[src/wdt_pkg.sv]
package wdt_pkg;

  // ************************************************************
  // register map (byte addresses on the bus)
  // ************************************************************
  localparam logic [3:0] OFS_COUNT = 4'h0;
  localparam logic [3:0] OFS_CTRL = 4'h4;
  localparam logic [3:0] OFS_EVENT = 4'h8;

  localparam logic [7:0] KEY_COUNT = 8'h5a;
  localparam logic [7:0] KEY_CTRL = 8'ha5;
  localparam logic [7:0] COUNT_RESET = 8'h00;
  localparam logic [7:0] CTRL_RESET = 8'h00;

  // ************************************************************
  // control/status field positions
  // ************************************************************
  localparam int BIT_ENABLE = 7;
  localparam int BIT_MODE = 6;
  localparam int BIT_RSTKIND = 5;
  localparam int BIT_WATCHDOG_OVERFLOW_FLAG = 4;
  localparam int BIT_INTERVAL_OVERFLOW_FLAG = 3;
  localparam int CKS_MSB = 2;
  localparam int CKS_LSB = 0;

  // smallest division is 1/32 = 2**5
  localparam int DIV_BASE_LOG2 = 5;
  localparam int PRESCALE_W = 12;

  // width of a reset pulse driven to the reset logic, in cycles
  localparam logic [3:0] RESET_PULSE_CYCLES = 4'h8;

  // byte-enable pattern of a 16-bit write in the low half word
  localparam logic [3:0] SEL_HALF = 4'h3;

  typedef struct packed {
    logic enable;
    logic watchdog_mode;
    logic reset_kind_select;
    logic watchdog_overflow_flag;
    logic interval_overflow_flag;
    logic [2:0] clock_select;
  } ctrl_s;

  typedef enum logic [1:0] {
    ST_RUN = 2'b00,
    ST_STANDBY = 2'b01,
    ST_STABILISE = 2'b10
  } wdt_state_e;

endpackage

[src/watchdog_interval_timer.sv]
// Our own choices: the address map and the Wishbone slave port.
`timescale 1ns/100ps

// Function
// - 8-bit counter counts selected ticks when enabled
// - overflow gives reset or interrupt by mode
// - counter cleared only by power-on reset pin
// - control cleared only by power-on reset
// - counter write needs 16 bits, key 5a
// - control write needs 16 bits, key a5
// - bit 7 gates counting, else hold value
// - bit 6 selects interval or watchdog mode
// - bit 5 picks power-on or manual reset
// - bit 4 set on watchdog overflow only
// - bit 3 set on interval overflow only
// - bits 2..0 pick divide 32 to 4096
// - standby counting starts on interrupt wakeup
// - frequency change stops clock, starts stabilisation
// - stabilisation overflow resumes clock, flags untouched
// - counter stops at 00 after stabilisation; keeps counting if bit 7 set
// - watchdog overflow flags, resets, keeps counting
// - interval overflow flags, interrupts, keeps counting
module watchdog_interval_timer #(
  parameter int COUNT_W = 8
) (
  input wire logic CLOCK,
  input wire logic RST,
  input wire logic POWER_ON_RESET_PIN,
  input wire logic DIVIDER_TICK,
  input wire logic STANDBY_ENTER,
  input wire logic FREQ_CHANGE,
  input wire logic WAKEUP_EVENT,
  input wire logic WB_CYC_I,
  input wire logic WB_STB_I,
  input wire logic WB_WE_I,
  input wire logic [3:0] WB_ADR_I,
  input wire logic [3:0] WB_SEL_I,
  input wire logic [31:0] WB_DAT_I,
  output logic [31:0] WB_DAT_O,
  output logic WB_ACK_O,
  output logic CLOCK_STOP,
  output logic POWER_ON_RESET_REQ,
  output logic MANUAL_RESET_REQ,
  output logic INTERVAL_IRQ
);

  // ************************************************************
  // local sizes
  // ************************************************************
  // one clock select code per division step, 1/32 up to 1/4096
  localparam int NUM_CODES = 8;
  // reset request counter: idle value and last pulse cycle
  localparam logic [3:0] PULSE_IDLE = 4'h0;
  localparam logic [3:0] PULSE_LAST = 4'h1;

  // ************************************************************
  // input synchronisers for pins from outside this domain
  // ************************************************************
  logic [1:0] por_sync_ff;
  logic [1:0] wake_sync_ff;
  logic por_pin;
  logic wake_pin;

  always_ff @(posedge CLOCK or posedge RST) begin
    if (RST) begin
      por_sync_ff <= 2'b00;
      wake_sync_ff <= 2'b00;
    end else begin
      por_sync_ff <= {por_sync_ff[0], POWER_ON_RESET_PIN};
      wake_sync_ff <= {wake_sync_ff[0], WAKEUP_EVENT};
    end
  end

  // pins idle low, so cleared stages raise no false event after reset
  assign por_pin = por_sync_ff[1];
  assign wake_pin = wake_sync_ff[1];

  // ************************************************************
  // bus slave: single-cycle ack, one wait free
  // ************************************************************
  logic ack_ff;
  logic bus_req;
  logic wr_half;
  logic wr_count;
  logic wr_ctrl;
  logic [7:0] wr_key;
  logic [7:0] wr_byte;
  logic hit_count;
  logic hit_ctrl;
  logic key_count_ok;
  logic key_ctrl_ok;

  assign bus_req = WB_CYC_I && WB_STB_I && !ack_ff;
  assign wr_half = bus_req && WB_WE_I && (WB_SEL_I == wdt_pkg::SEL_HALF);
  assign wr_key = WB_DAT_I[15:8];
  assign wr_byte = WB_DAT_I[7:0];
  assign hit_count = (WB_ADR_I == wdt_pkg::OFS_COUNT);
  assign hit_ctrl = (WB_ADR_I == wdt_pkg::OFS_CTRL);
  assign key_count_ok = (wr_key == wdt_pkg::KEY_COUNT);
  assign key_ctrl_ok = (wr_key == wdt_pkg::KEY_CTRL);
  // a byte or word-wide write or a wrong key is dropped but still acked
  assign wr_count = wr_half && hit_count && key_count_ok;
  assign wr_ctrl = wr_half && hit_ctrl && key_ctrl_ok;

  // writes land at the taking edge, the same edge that raises ack

  always_ff @(posedge CLOCK or posedge RST) begin
    if (RST) begin
      ack_ff <= 1'b0;
    end else begin
      ack_ff <= bus_req;
    end
  end

  assign WB_ACK_O = ack_ff;

  // ************************************************************
  // prescaler and tick select
  // ************************************************************
  logic [wdt_pkg::PRESCALE_W-1:0] prescale_ff;
  logic [wdt_pkg::PRESCALE_W-1:0] nxt_prescale;
  logic count_tick;
  logic [NUM_CODES-1:0] tick_by_code;
  wdt_pkg::ctrl_s ctrl_ff;
  wdt_pkg::wdt_state_e state_ff;
  logic counting;

  assign nxt_prescale = prescale_ff + {{(wdt_pkg::PRESCALE_W-1){1'b0}}, 1'b1};

  always_ff @(posedge CLOCK or posedge RST) begin
    if (RST) begin
      prescale_ff <= '0;
    end else if (DIVIDER_TICK && counting) begin
      prescale_ff <= nxt_prescale;
    end
  end

  // tick on the all-ones wrap of the low 5+code bits: divide by 2**(5+code)
  for (genvar g = 0; g < NUM_CODES; g = g + 1) begin : g_tick
    localparam int TOP = wdt_pkg::DIV_BASE_LOG2 + g - 1;
    assign tick_by_code[g] = &prescale_ff[TOP:0];
  end

  // prescaler only runs while counting, so a halted timer resumes mid-step
  assign count_tick = DIVIDER_TICK && counting && tick_by_code[ctrl_ff.clock_select];

  // ************************************************************
  // stabilisation state machine
  // ************************************************************
  logic overflow;
  logic [COUNT_W-1:0] count_ff;


  // ************************************************************
  // count gating
  // ************************************************************
  // stabilisation counts whatever the enable bit says; standby never counts
  always_comb begin
    case (state_ff)
      wdt_pkg::ST_RUN: begin
        counting = ctrl_ff.enable;
      end
      wdt_pkg::ST_STABILISE: begin
        counting = 1'b1;
      end
      default: begin
        counting = 1'b0;
      end
    endcase
  end

  assign overflow = count_tick && (&count_ff);

  always_ff @(posedge CLOCK or posedge RST) begin
    if (RST) begin
      state_ff <= wdt_pkg::ST_RUN;
    end else begin
      case (state_ff)
        wdt_pkg::ST_RUN: begin
          // a frequency change wins over a same-cycle standby request
          if (FREQ_CHANGE) begin
            state_ff <= wdt_pkg::ST_STABILISE;
          end else if (STANDBY_ENTER) begin
            state_ff <= wdt_pkg::ST_STANDBY;
          end
        end
        wdt_pkg::ST_STANDBY: begin
          if (wake_pin) begin
            state_ff <= wdt_pkg::ST_STABILISE;
          end
        end
        wdt_pkg::ST_STABILISE: begin
          if (overflow) begin
            state_ff <= wdt_pkg::ST_RUN;
          end
        end
        default: begin
          state_ff <= wdt_pkg::ST_RUN;
        end
      endcase
    end
  end

  // high in standby and while stabilising; the far side gates its clock
  assign CLOCK_STOP = (state_ff != wdt_pkg::ST_RUN);

  // ************************************************************
  // counter
  // ************************************************************
  // the async reset only seeds a value; the pin clears it synchronously
  always_ff @(posedge CLOCK or posedge RST) begin
    if (RST) begin
      count_ff <= COUNT_W'(wdt_pkg::COUNT_RESET);
    end else if (por_pin) begin
      count_ff <= COUNT_W'(wdt_pkg::COUNT_RESET);
      // a keyed write beats a same-cycle tick
    end else if (wr_count) begin
      count_ff <= COUNT_W'(wr_byte);
    end else if (count_tick) begin
      count_ff <= count_ff + {{(COUNT_W-1){1'b0}}, 1'b1};
    end
  end

  // ************************************************************
  // control/status register
  // ************************************************************
  logic run_ovf;
  logic wd_ovf;
  logic it_ovf;

  // stabilisation overflow never sets a flag
  assign run_ovf = overflow && (state_ff == wdt_pkg::ST_RUN);
  assign wd_ovf = run_ovf && ctrl_ff.watchdog_mode;
  assign it_ovf = run_ovf && !ctrl_ff.watchdog_mode;

  // kept through its own watchdog reset: only the pin clears it
  // mode and clock select are taken as written even while running
  always_ff @(posedge CLOCK or posedge RST) begin
    if (RST) begin
      ctrl_ff <= wdt_pkg::ctrl_s'(wdt_pkg::CTRL_RESET);
    end else if (por_pin) begin
      ctrl_ff <= wdt_pkg::ctrl_s'(wdt_pkg::CTRL_RESET);
    end else begin
      if (wr_ctrl) begin
        ctrl_ff <= wdt_pkg::ctrl_s'(wr_byte);
      end
      // set wins over a same-cycle software clear
      if (wd_ovf) begin
        ctrl_ff.watchdog_overflow_flag <= 1'b1;
      end
      if (it_ovf) begin
        ctrl_ff.interval_overflow_flag <= 1'b1;
      end
    end
  end

  // ************************************************************
  // reset and interrupt outputs
  // ************************************************************
  logic [3:0] rst_cnt_ff;
  logic por_req_ff;
  logic manual_req_ff;
  logic irq_ff;

  // pulse length; a fresh overflow mid-pulse starts it again
  always_ff @(posedge CLOCK or posedge RST) begin
    if (RST) begin
      rst_cnt_ff <= PULSE_IDLE;
    end else if (wd_ovf) begin
      rst_cnt_ff <= wdt_pkg::RESET_PULSE_CYCLES;
    end else if (rst_cnt_ff != PULSE_IDLE) begin
      rst_cnt_ff <= rst_cnt_ff - 4'h1;
    end
  end

  // requests come from flops: a decoded one could glitch the reset logic
  always_ff @(posedge CLOCK or posedge RST) begin
    if (RST) begin
      por_req_ff <= 1'b0;
      manual_req_ff <= 1'b0;
    end else if (wd_ovf) begin
      por_req_ff <= !ctrl_ff.reset_kind_select;
      manual_req_ff <= ctrl_ff.reset_kind_select;
    end else if (rst_cnt_ff == PULSE_LAST) begin
      por_req_ff <= 1'b0;
      manual_req_ff <= 1'b0;
    end
  end

  // ************************************************************
  // interval interrupt
  // ************************************************************
  always_ff @(posedge CLOCK or posedge RST) begin
    if (RST) begin
      irq_ff <= 1'b0;
    end else begin
      irq_ff <= it_ovf;
    end
  end

  assign POWER_ON_RESET_REQ = por_req_ff;
  assign MANUAL_RESET_REQ = manual_req_ff;
  assign INTERVAL_IRQ = irq_ff;

  // ************************************************************
  // read data
  // ************************************************************
  logic [7:0] rd_byte;
  logic rd_req;

  assign rd_req = bus_req && !WB_WE_I;

  // unmapped reads return zero; only the low byte lane carries data
  always_comb begin
    case (WB_ADR_I)
      wdt_pkg::OFS_COUNT: begin
        rd_byte = 8'(count_ff);
      end
      wdt_pkg::OFS_CTRL: begin
        rd_byte = ctrl_ff;
      end
      wdt_pkg::OFS_EVENT: begin
        rd_byte = {6'h00, state_ff};
      end
      default: begin
        rd_byte = 8'h00;
      end
    endcase
  end

  // captured at the taking edge, stands until the next read
  always_ff @(posedge CLOCK or posedge RST) begin
    if (RST) begin
      WB_DAT_O <= 32'h0000_0000;
    end else if (rd_req) begin
      WB_DAT_O <= {24'h00_0000, rd_byte};
    end
  end

endmodule // watchdog_interval_timer

[config.mk]
export PLATFORM = sky130hd
export DESIGN_NAME = watchdog_interval_timer
export DESIGN_NICKNAME = d
export VERILOG_FILES = /design/src/wdt_pkg.sv /design/src/watchdog_interval_timer.sv
export SDC_FILE = /design/constraint.sdc
export NUM_CORES = 1
export LEC_CHECK = 0
export BUFFER_PORTS_ARGS = -buffer_cell sky130_fd_sc_hd__buf_2
export CAP_MARGIN = 20
export CORE_AREA = 2 2 92 94
export CTS_BUF_LIST = sky130_fd_sc_hd__clkbuf_4 sky130_fd_sc_hd__clkbuf_8 sky130_fd_sc_hd__clkbuf_16
export CTS_CLUSTER_SIZE = 10
export DETAILED_ROUTE_END_ITERATION = 6
export DIE_AREA = 0 0 94 96
export SLEW_MARGIN = 20
export SYNTH_ARGS = -nofsm -noshare
export SYNTH_HDL_FRONTEND = slang
export SYNTH_SLANG_ARGS = --single-unit
[constraint.sdc]
create_clock -name CLOCK -period 4.05 [get_ports CLOCK]
set_input_delay 0.2025 -clock CLOCK [delete_from_list [all_inputs] [get_ports CLOCK]]
set_output_delay 0.2025 -clock CLOCK [all_outputs]
set_load 0.02 [all_outputs]
Word-level counts from Yosys, hierarchy flattened
Cells that the tools add are included.

cells by class
  add/subtract/negate cells = 3
  multiply operators = 0
  divide/modulo/power cells = 0
  magnitude comparators = 1
  equality and inequality tests = 11
  shift-type cells = 0
  mux-type cells = 21
  bitwise operators = 0
  reduce and logical (&&, ||, !) cells = 39

operators by type and width
  operator               count
  $mux 8                 5
  $pmux 8 s3             1
  $reduce_and 8->1       2
  $logic_and 1x1->1      15
  $add 12x1->12 const B  1
  $reduce_and 12->1      1
  $reduce_and 11->1      1
  $reduce_and 10->1      1
  $reduce_and 9->1       1
  $reduce_bool 3->1      3
  $add 8x1->8 const B    1
  $eq 8x7->1 const B     1
  $eq 8x8->1 const B     1
  $mux 2                 4
  $mux 4                 2
  $reduce_bool 2->1      4
  $reduce_and 7->1       1
  $mux 1                 6
  $pmux 2 s3             1
  $reduce_and 6->1       1
  $reduce_and 5->1       1
  $eq 4x1->1 const B     1
  $eq 4x2->1 const B     1
  $eq 4x3->1 const B     1
  other kinds (14)       18

word-level totals
  register bits after elaboration = 50
  bits in latches = 0
  memory bits (writable) = 0
  bits in read-only memories = 0
  bits of input ports = 50
  output and inout bits = 37
  logic and storage cells = 92
  memories = 0

Logic depth before layout (Yosys ltp)
  depth in word-level cells = 9
  gate-level depth with buffers = 11
  mapped depth without buffers = 10

Worst setup path after synthesis
Ideal clock, no wire load.

  kind = reg2reg
  start = register prescale_ff[0] (netlist name)
  end = register count_ff[2]
  setup time = 99 ps
  arrival = 2,339 ps
  data required time = 3,951 ps
  slack = 1,611 ps
  cell stages (with the launch flop) = 12
  cell sequence = dfrtp_1 -> ha_1 -> nand2_1 -> or2_2 -> nor2_1 -> ha_1 -> mux2i_1 -> a211oi_2 -> o211ai_1 -> buf_6 -> or3_1 -> a311oi_1

between the ends
  cells in the longest elaborated chain, start to end = 5
  elaborated cells on any way between the ends = 12
  those cells by class = mux (2); reduce/logical (10)

ends and longest elaborated chain
  element                                          RTL line                        source
  start: declaration                               watchdog_interval_timer.sv:120  logic [wdt_pkg::PRESCALE_W-1:0] prescale_ff;
  start signal: assignment                         watchdog_interval_timer.sv:134  prescale_ff <= nxt_prescale;
  $reduce_and 12->1, or another cell as far along  watchdog_interval_timer.sv:141  assign tick_by_code[g] = &prescale_ff[TOP:0];
  $bmux 1 s3 *                                     watchdog_interval_timer.sv:145  assign count_tick = DIVIDER_TICK && counting && tick_by_code[ctrl_ff.clock_select];
  $mux 1 (not written as such) *                   watchdog_interval_timer.sv:145
  $logic_and 1x1->1 *                              watchdog_interval_timer.sv:145
  $reduce_bool 3->1 (no line) *                    -
  end signal: assignment                           watchdog_interval_timer.sv:213  count_ff <= COUNT_W'(wdt_pkg::COUNT_RESET);
  end signal: assignment                           watchdog_interval_timer.sv:215  count_ff <= COUNT_W'(wdt_pkg::COUNT_RESET);
  end signal: assignment                           watchdog_interval_timer.sv:218  count_ff <= COUNT_W'(wr_byte);
  end: declaration                                 watchdog_interval_timer.sv:151  logic [COUNT_W-1:0] count_ff;

Every way passes the cells marked *; elsewhere a longest branch is shown, timed or not. The select of a mux whose other input is x is not followed.
A chain may end at the register's enable or synchronous reset.

Worst setup path after layout
  start = register prescale_ff[0] (netlist name)
  end = register count_ff[4]

Same word-level chain as after synthesis.

==> reports/qor.csv <==
stage,metric,value,unit
timing,Clock Skew,0.004414,ns
floorplanning,core area,0.008051,mm^2
floorplanning,Die W,94,um
setup_path,slowest CP cell,or3_1,
floorplanning,Die Area,0.009024,mm^2
global_routing,initial antenna violation count,0,
clock_network,Max clock buf depth,2,
routing,per-cell routed wire length,12.37,um
routing,"antenna viol nets, final",0,
global_routing,grt total ovfl,0,
setup_path,"Largest delay share family, worst path",simple AND/OR/NAND/NOR gates,
timing,Final min period,2.893,ns
layout,fraction of layout cells with a size suffix above 1,0.2036,
layout,fill cell count,825,
setup_path,CP Class,register to register,
global_routing,total track usage,0.1296,
floorplanning,FP Rows,33,
layout,final std cells w/o fill,434,
timing,TNS Setup,0,ns
yosys,Post-Syn Instances,278,
setup_path,CP endpoint kind,register,
yosys,most used flip-flop cell after synthesis,dfrtp_1,
setup_path,crit path cell chain,ha_1 -> nand2_1 -> or2_2 -> nor2_1 -> ha_1 -> mux2i_1 -> a211oi_2 -> o211ai_1 -> or3_1 -> a311oi_1,
timing,RSZ-0062 raised after global routing,no,
setup_path,number of buffers and inverters on the critical path,0,
placed_design,GP Congestion,0.7532,
yosys,"EDFF count, synth",0,
placed_design,I/O Buffers,46,
clock_network,Clock Sinks,50,
yosys,"Seq/Total Area, Yosys",0.4615,
hold_path,hold crit path type,primary input to async pin,
placed_design,# placed instances,424,
timing,hold_ws,0.06225,ns
yosys,Yosys reg bits,50,
timing,Tcrit/Tclk final,0.7144,
yosys,Async SR Flop Fraction,1.000,
yosys,synthesized area per cell,9.753,um^2
placed_design,HPWL after DPL,4065,um
global_routing,first-pass GRT wire length,9183,um
clock_network,post-CTS setup buffer count,0,
floorplanning,Die H,96,um
routing,DRT Pass-1 Iters,4,
power_and_ir_drop,PD cells,345.7,mW/mm^2
flow_run,MaxCap Viol Count,0,
clock_network,clk slew on worst S/H paths,0.09,ns
timing,fmax,345.6,MHz
clock_network,clk_lat worst skew,0.29,ns
routing,DRC,0,
yosys,YS warnings,0,
routing,routed via count,2067,
timing,slew margin rel.,0.4454,
floorplanning,IO Pins,87,
timing,final hold vios,0,
clock_network,H-tree Lvls,2,
timing,final-report setup violation count,0,
layout,nets@finish,384,
yosys,Post-Syn Area,0.002711,mm^2
power_and_ir_drop,VDD IR-drop max,0.1578,mV
routing,final wirelength,5369,um
clock_network,CTS tree,built,
setup_path,CP arrival,3.09,ns
global_routing,largest net degree at the start of global routing,51,
routing,DRT iter0 DRCs,60,
setup_path,worst-path maximum fanout,12,
setup_path,Critical Path Start Type,register,
setup_path,CP most frequent cell,ha_1,
clock_network,CTS Buf Count,5,
timing,worst-margin pin slew,0.8283,ns
global_routing,vias in the first global route,1977,
status,status,completed,
power_and_ir_drop,Leak,1.467,nW
yosys,post-synth cell types,45,
timing,Pins Over Slew Limit,0,
layout,synth-to-layout area growth,14.35,%
setup_path,worst path required time,4.25,ns
floorplanning,Starting Density,0.3368,
routing,drt via density,4.763,
clock_network,Root Buffer,clkbuf_8,
layout,ANT cells,0,
setup_path,max incr delay on CP,0.47,ns
==> cell usage in the layout, fill, tap and decap left out, drive strengths merged, types with 3 or more instances in the layout <==
cell	instances
a211oi	5
a21oi	6
a22oi	6
a311oi	4
and3	4
buf	49
clkbuf	6
conb	24
dfrtp	50
ha	6
inv	10
mux2i	16
nand2	29
nand2b	3
nand3	7
nand4	3
nor2	31
nor2b	6
nor3	3
nor4	3
nor4bb	4
o21ai	11
or2	5
or3	5
xnor2	7
xor2	5
==> layout make-up <==
cell class	instances	area, um^2	share of cell area
clock inverters	2	37.54	0.01211
well taps	105	131.4	0.04237
repair buffers	51	272.8	0.08797
clock buffers	6	76.32	0.02462
flip-flops and latches	50	1251	0.4036
multi-input cells	210	1294	0.4173
inverters	10	37.54	0.01211
==> flip-flops by register name, summed over array words and instances, names as in the netlist <==
| register | cells |
|---|---|
| count_ff | 8 |
| prescale_ff | 12 |
| wake_sync_ff | 2 |
| state_ff | 2 |
| WB_DAT_O | 8 |
| MANUAL_RESET_REQ | 1 |
| WB_ACK_O | 1 |
| por_sync_ff | 2 |
| rst_cnt_ff | 4 |
| POWER_ON_RESET_REQ | 1 |
| ctrl_ff | 8 |
| INTERVAL_IRQ | 1 |
==> what timing repair did <==
action	in CTS	in global routing
hold endpoints to repair	1	1
resized for setup	0	0
hold buffers	1	1
==> Yosys cell counts (2+ instances only) <==
library cell | n | share of area
dfrtp_1 | 50 | 0.46
nor2_1 | 31 | 0.043
nand2_1 | 29 | 0.040
buf_4 | 24 | 0.066
mux2i_1 | 16 | 0.059
o21ai_0 | 11 | 0.020
inv_1 | 10 | 0.014
nand3_1 | 7 | 0.013
xnor2_1 | 7 | 0.023
a21oi_1 | 6 | 0.011
a22oi_1 | 6 | 0.017
ha_1 | 6 | 0.028
nor2b_1 | 6 | 0.014
or3_1 | 5 | 0.012
xor2_1 | 5 | 0.016
a311oi_1 | 4 | 0.013
and3_1 | 4 | 0.0092
clkbuf_1 | 4 | 0.0055
nor4bb_1 | 4 | 0.015
or2_2 | 4 | 0.0092
a211oi_1 | 3 | 0.0083
nand2b_1 | 3 | 0.0069
nand4_1 | 3 | 0.0069
nor3_1 | 3 | 0.0055
a211oi_2 | 2 | 0.0092
and4_1 | 2 | 0.0065
nand3b_1 | 2 | 0.0055
nor4_1 | 2 | 0.0046
o2111ai_1 | 2 | 0.0065
o31ai_1 | 2 | 0.0055
==> power breakdown <==
| part | switching, mW | internal [mW] | leakage (nW) |
|---|---|---|---|
| sequential | 0.0476 | 0.539 | 0.667 |
| combinational | 0.0776 | 0.0556 | 0.745 |
| clock | 0.161 | 0.191 | 0.0548 |
==> tightest hold or removal path, stage by stage <==
cell and delay [ns]:
buf_2 0.10, inv_2 0.03, buf_4 0.50
==> per-layer routing <==
layer / track usage / up-vias / routed length [um]
li1: - / 1019 / -
met1: 0.1741 / 978 / 2564
met2: 0.2054 / 62 / 2421
met3: 0.02819 / 8 / 255
met4: 0.04952 / 0 / 129
met5: 0 / - / 0
==> stage by stage <==
stage	instance area (um^2)	utilization	total power [mW]	setup WS, ns
finish	3100	0.3851	1.072	1.157
global route	3100	0.3851	1.140	0.9513
CTS	3090	0.3838	1.085	1.129
detailed placement	2967	0.3685	0.7299	1.147
global placement	2967	0.3685	0.7255	1.267
floorplan	2798	-	0.6985	1.611
==> worst paths after layout <==
path                                       from              end  slack (ns)  depth (start not counted)
worst min-delay path                        RST   por_sync_ff[0]        0.06                          3
min in group CLOCK                STANDBY_ENTER      state_ff[0]        0.15                          3
max in group asynchronous                   RST   prescale_ff[4]        3.57                          3
worst min register to register  wake_sync_ff[0]  wake_sync_ff[1]        0.35                          0
worst max-delay path             prescale_ff[0]      count_ff[4]        1.16                         10
worst max register to register   prescale_ff[0]      count_ff[4]        1.16                         10
==> cells by family (layout without fill, tap and decap cells) <==
kind of cell,after synthesis,after routing,synth area share
compound gates,41,41,0.1061
xor+xnor,12,12,0.03876
fa+ha+maj,6,6,0.02769
buf+inv,41,69,0.09321
flops,50,50,0.4615
mux,17,17,0.06322
other cells,1,24,0.001383
simple gates,110,110,0.2081
No activity file was read; power rests on OpenSTA's default activity.
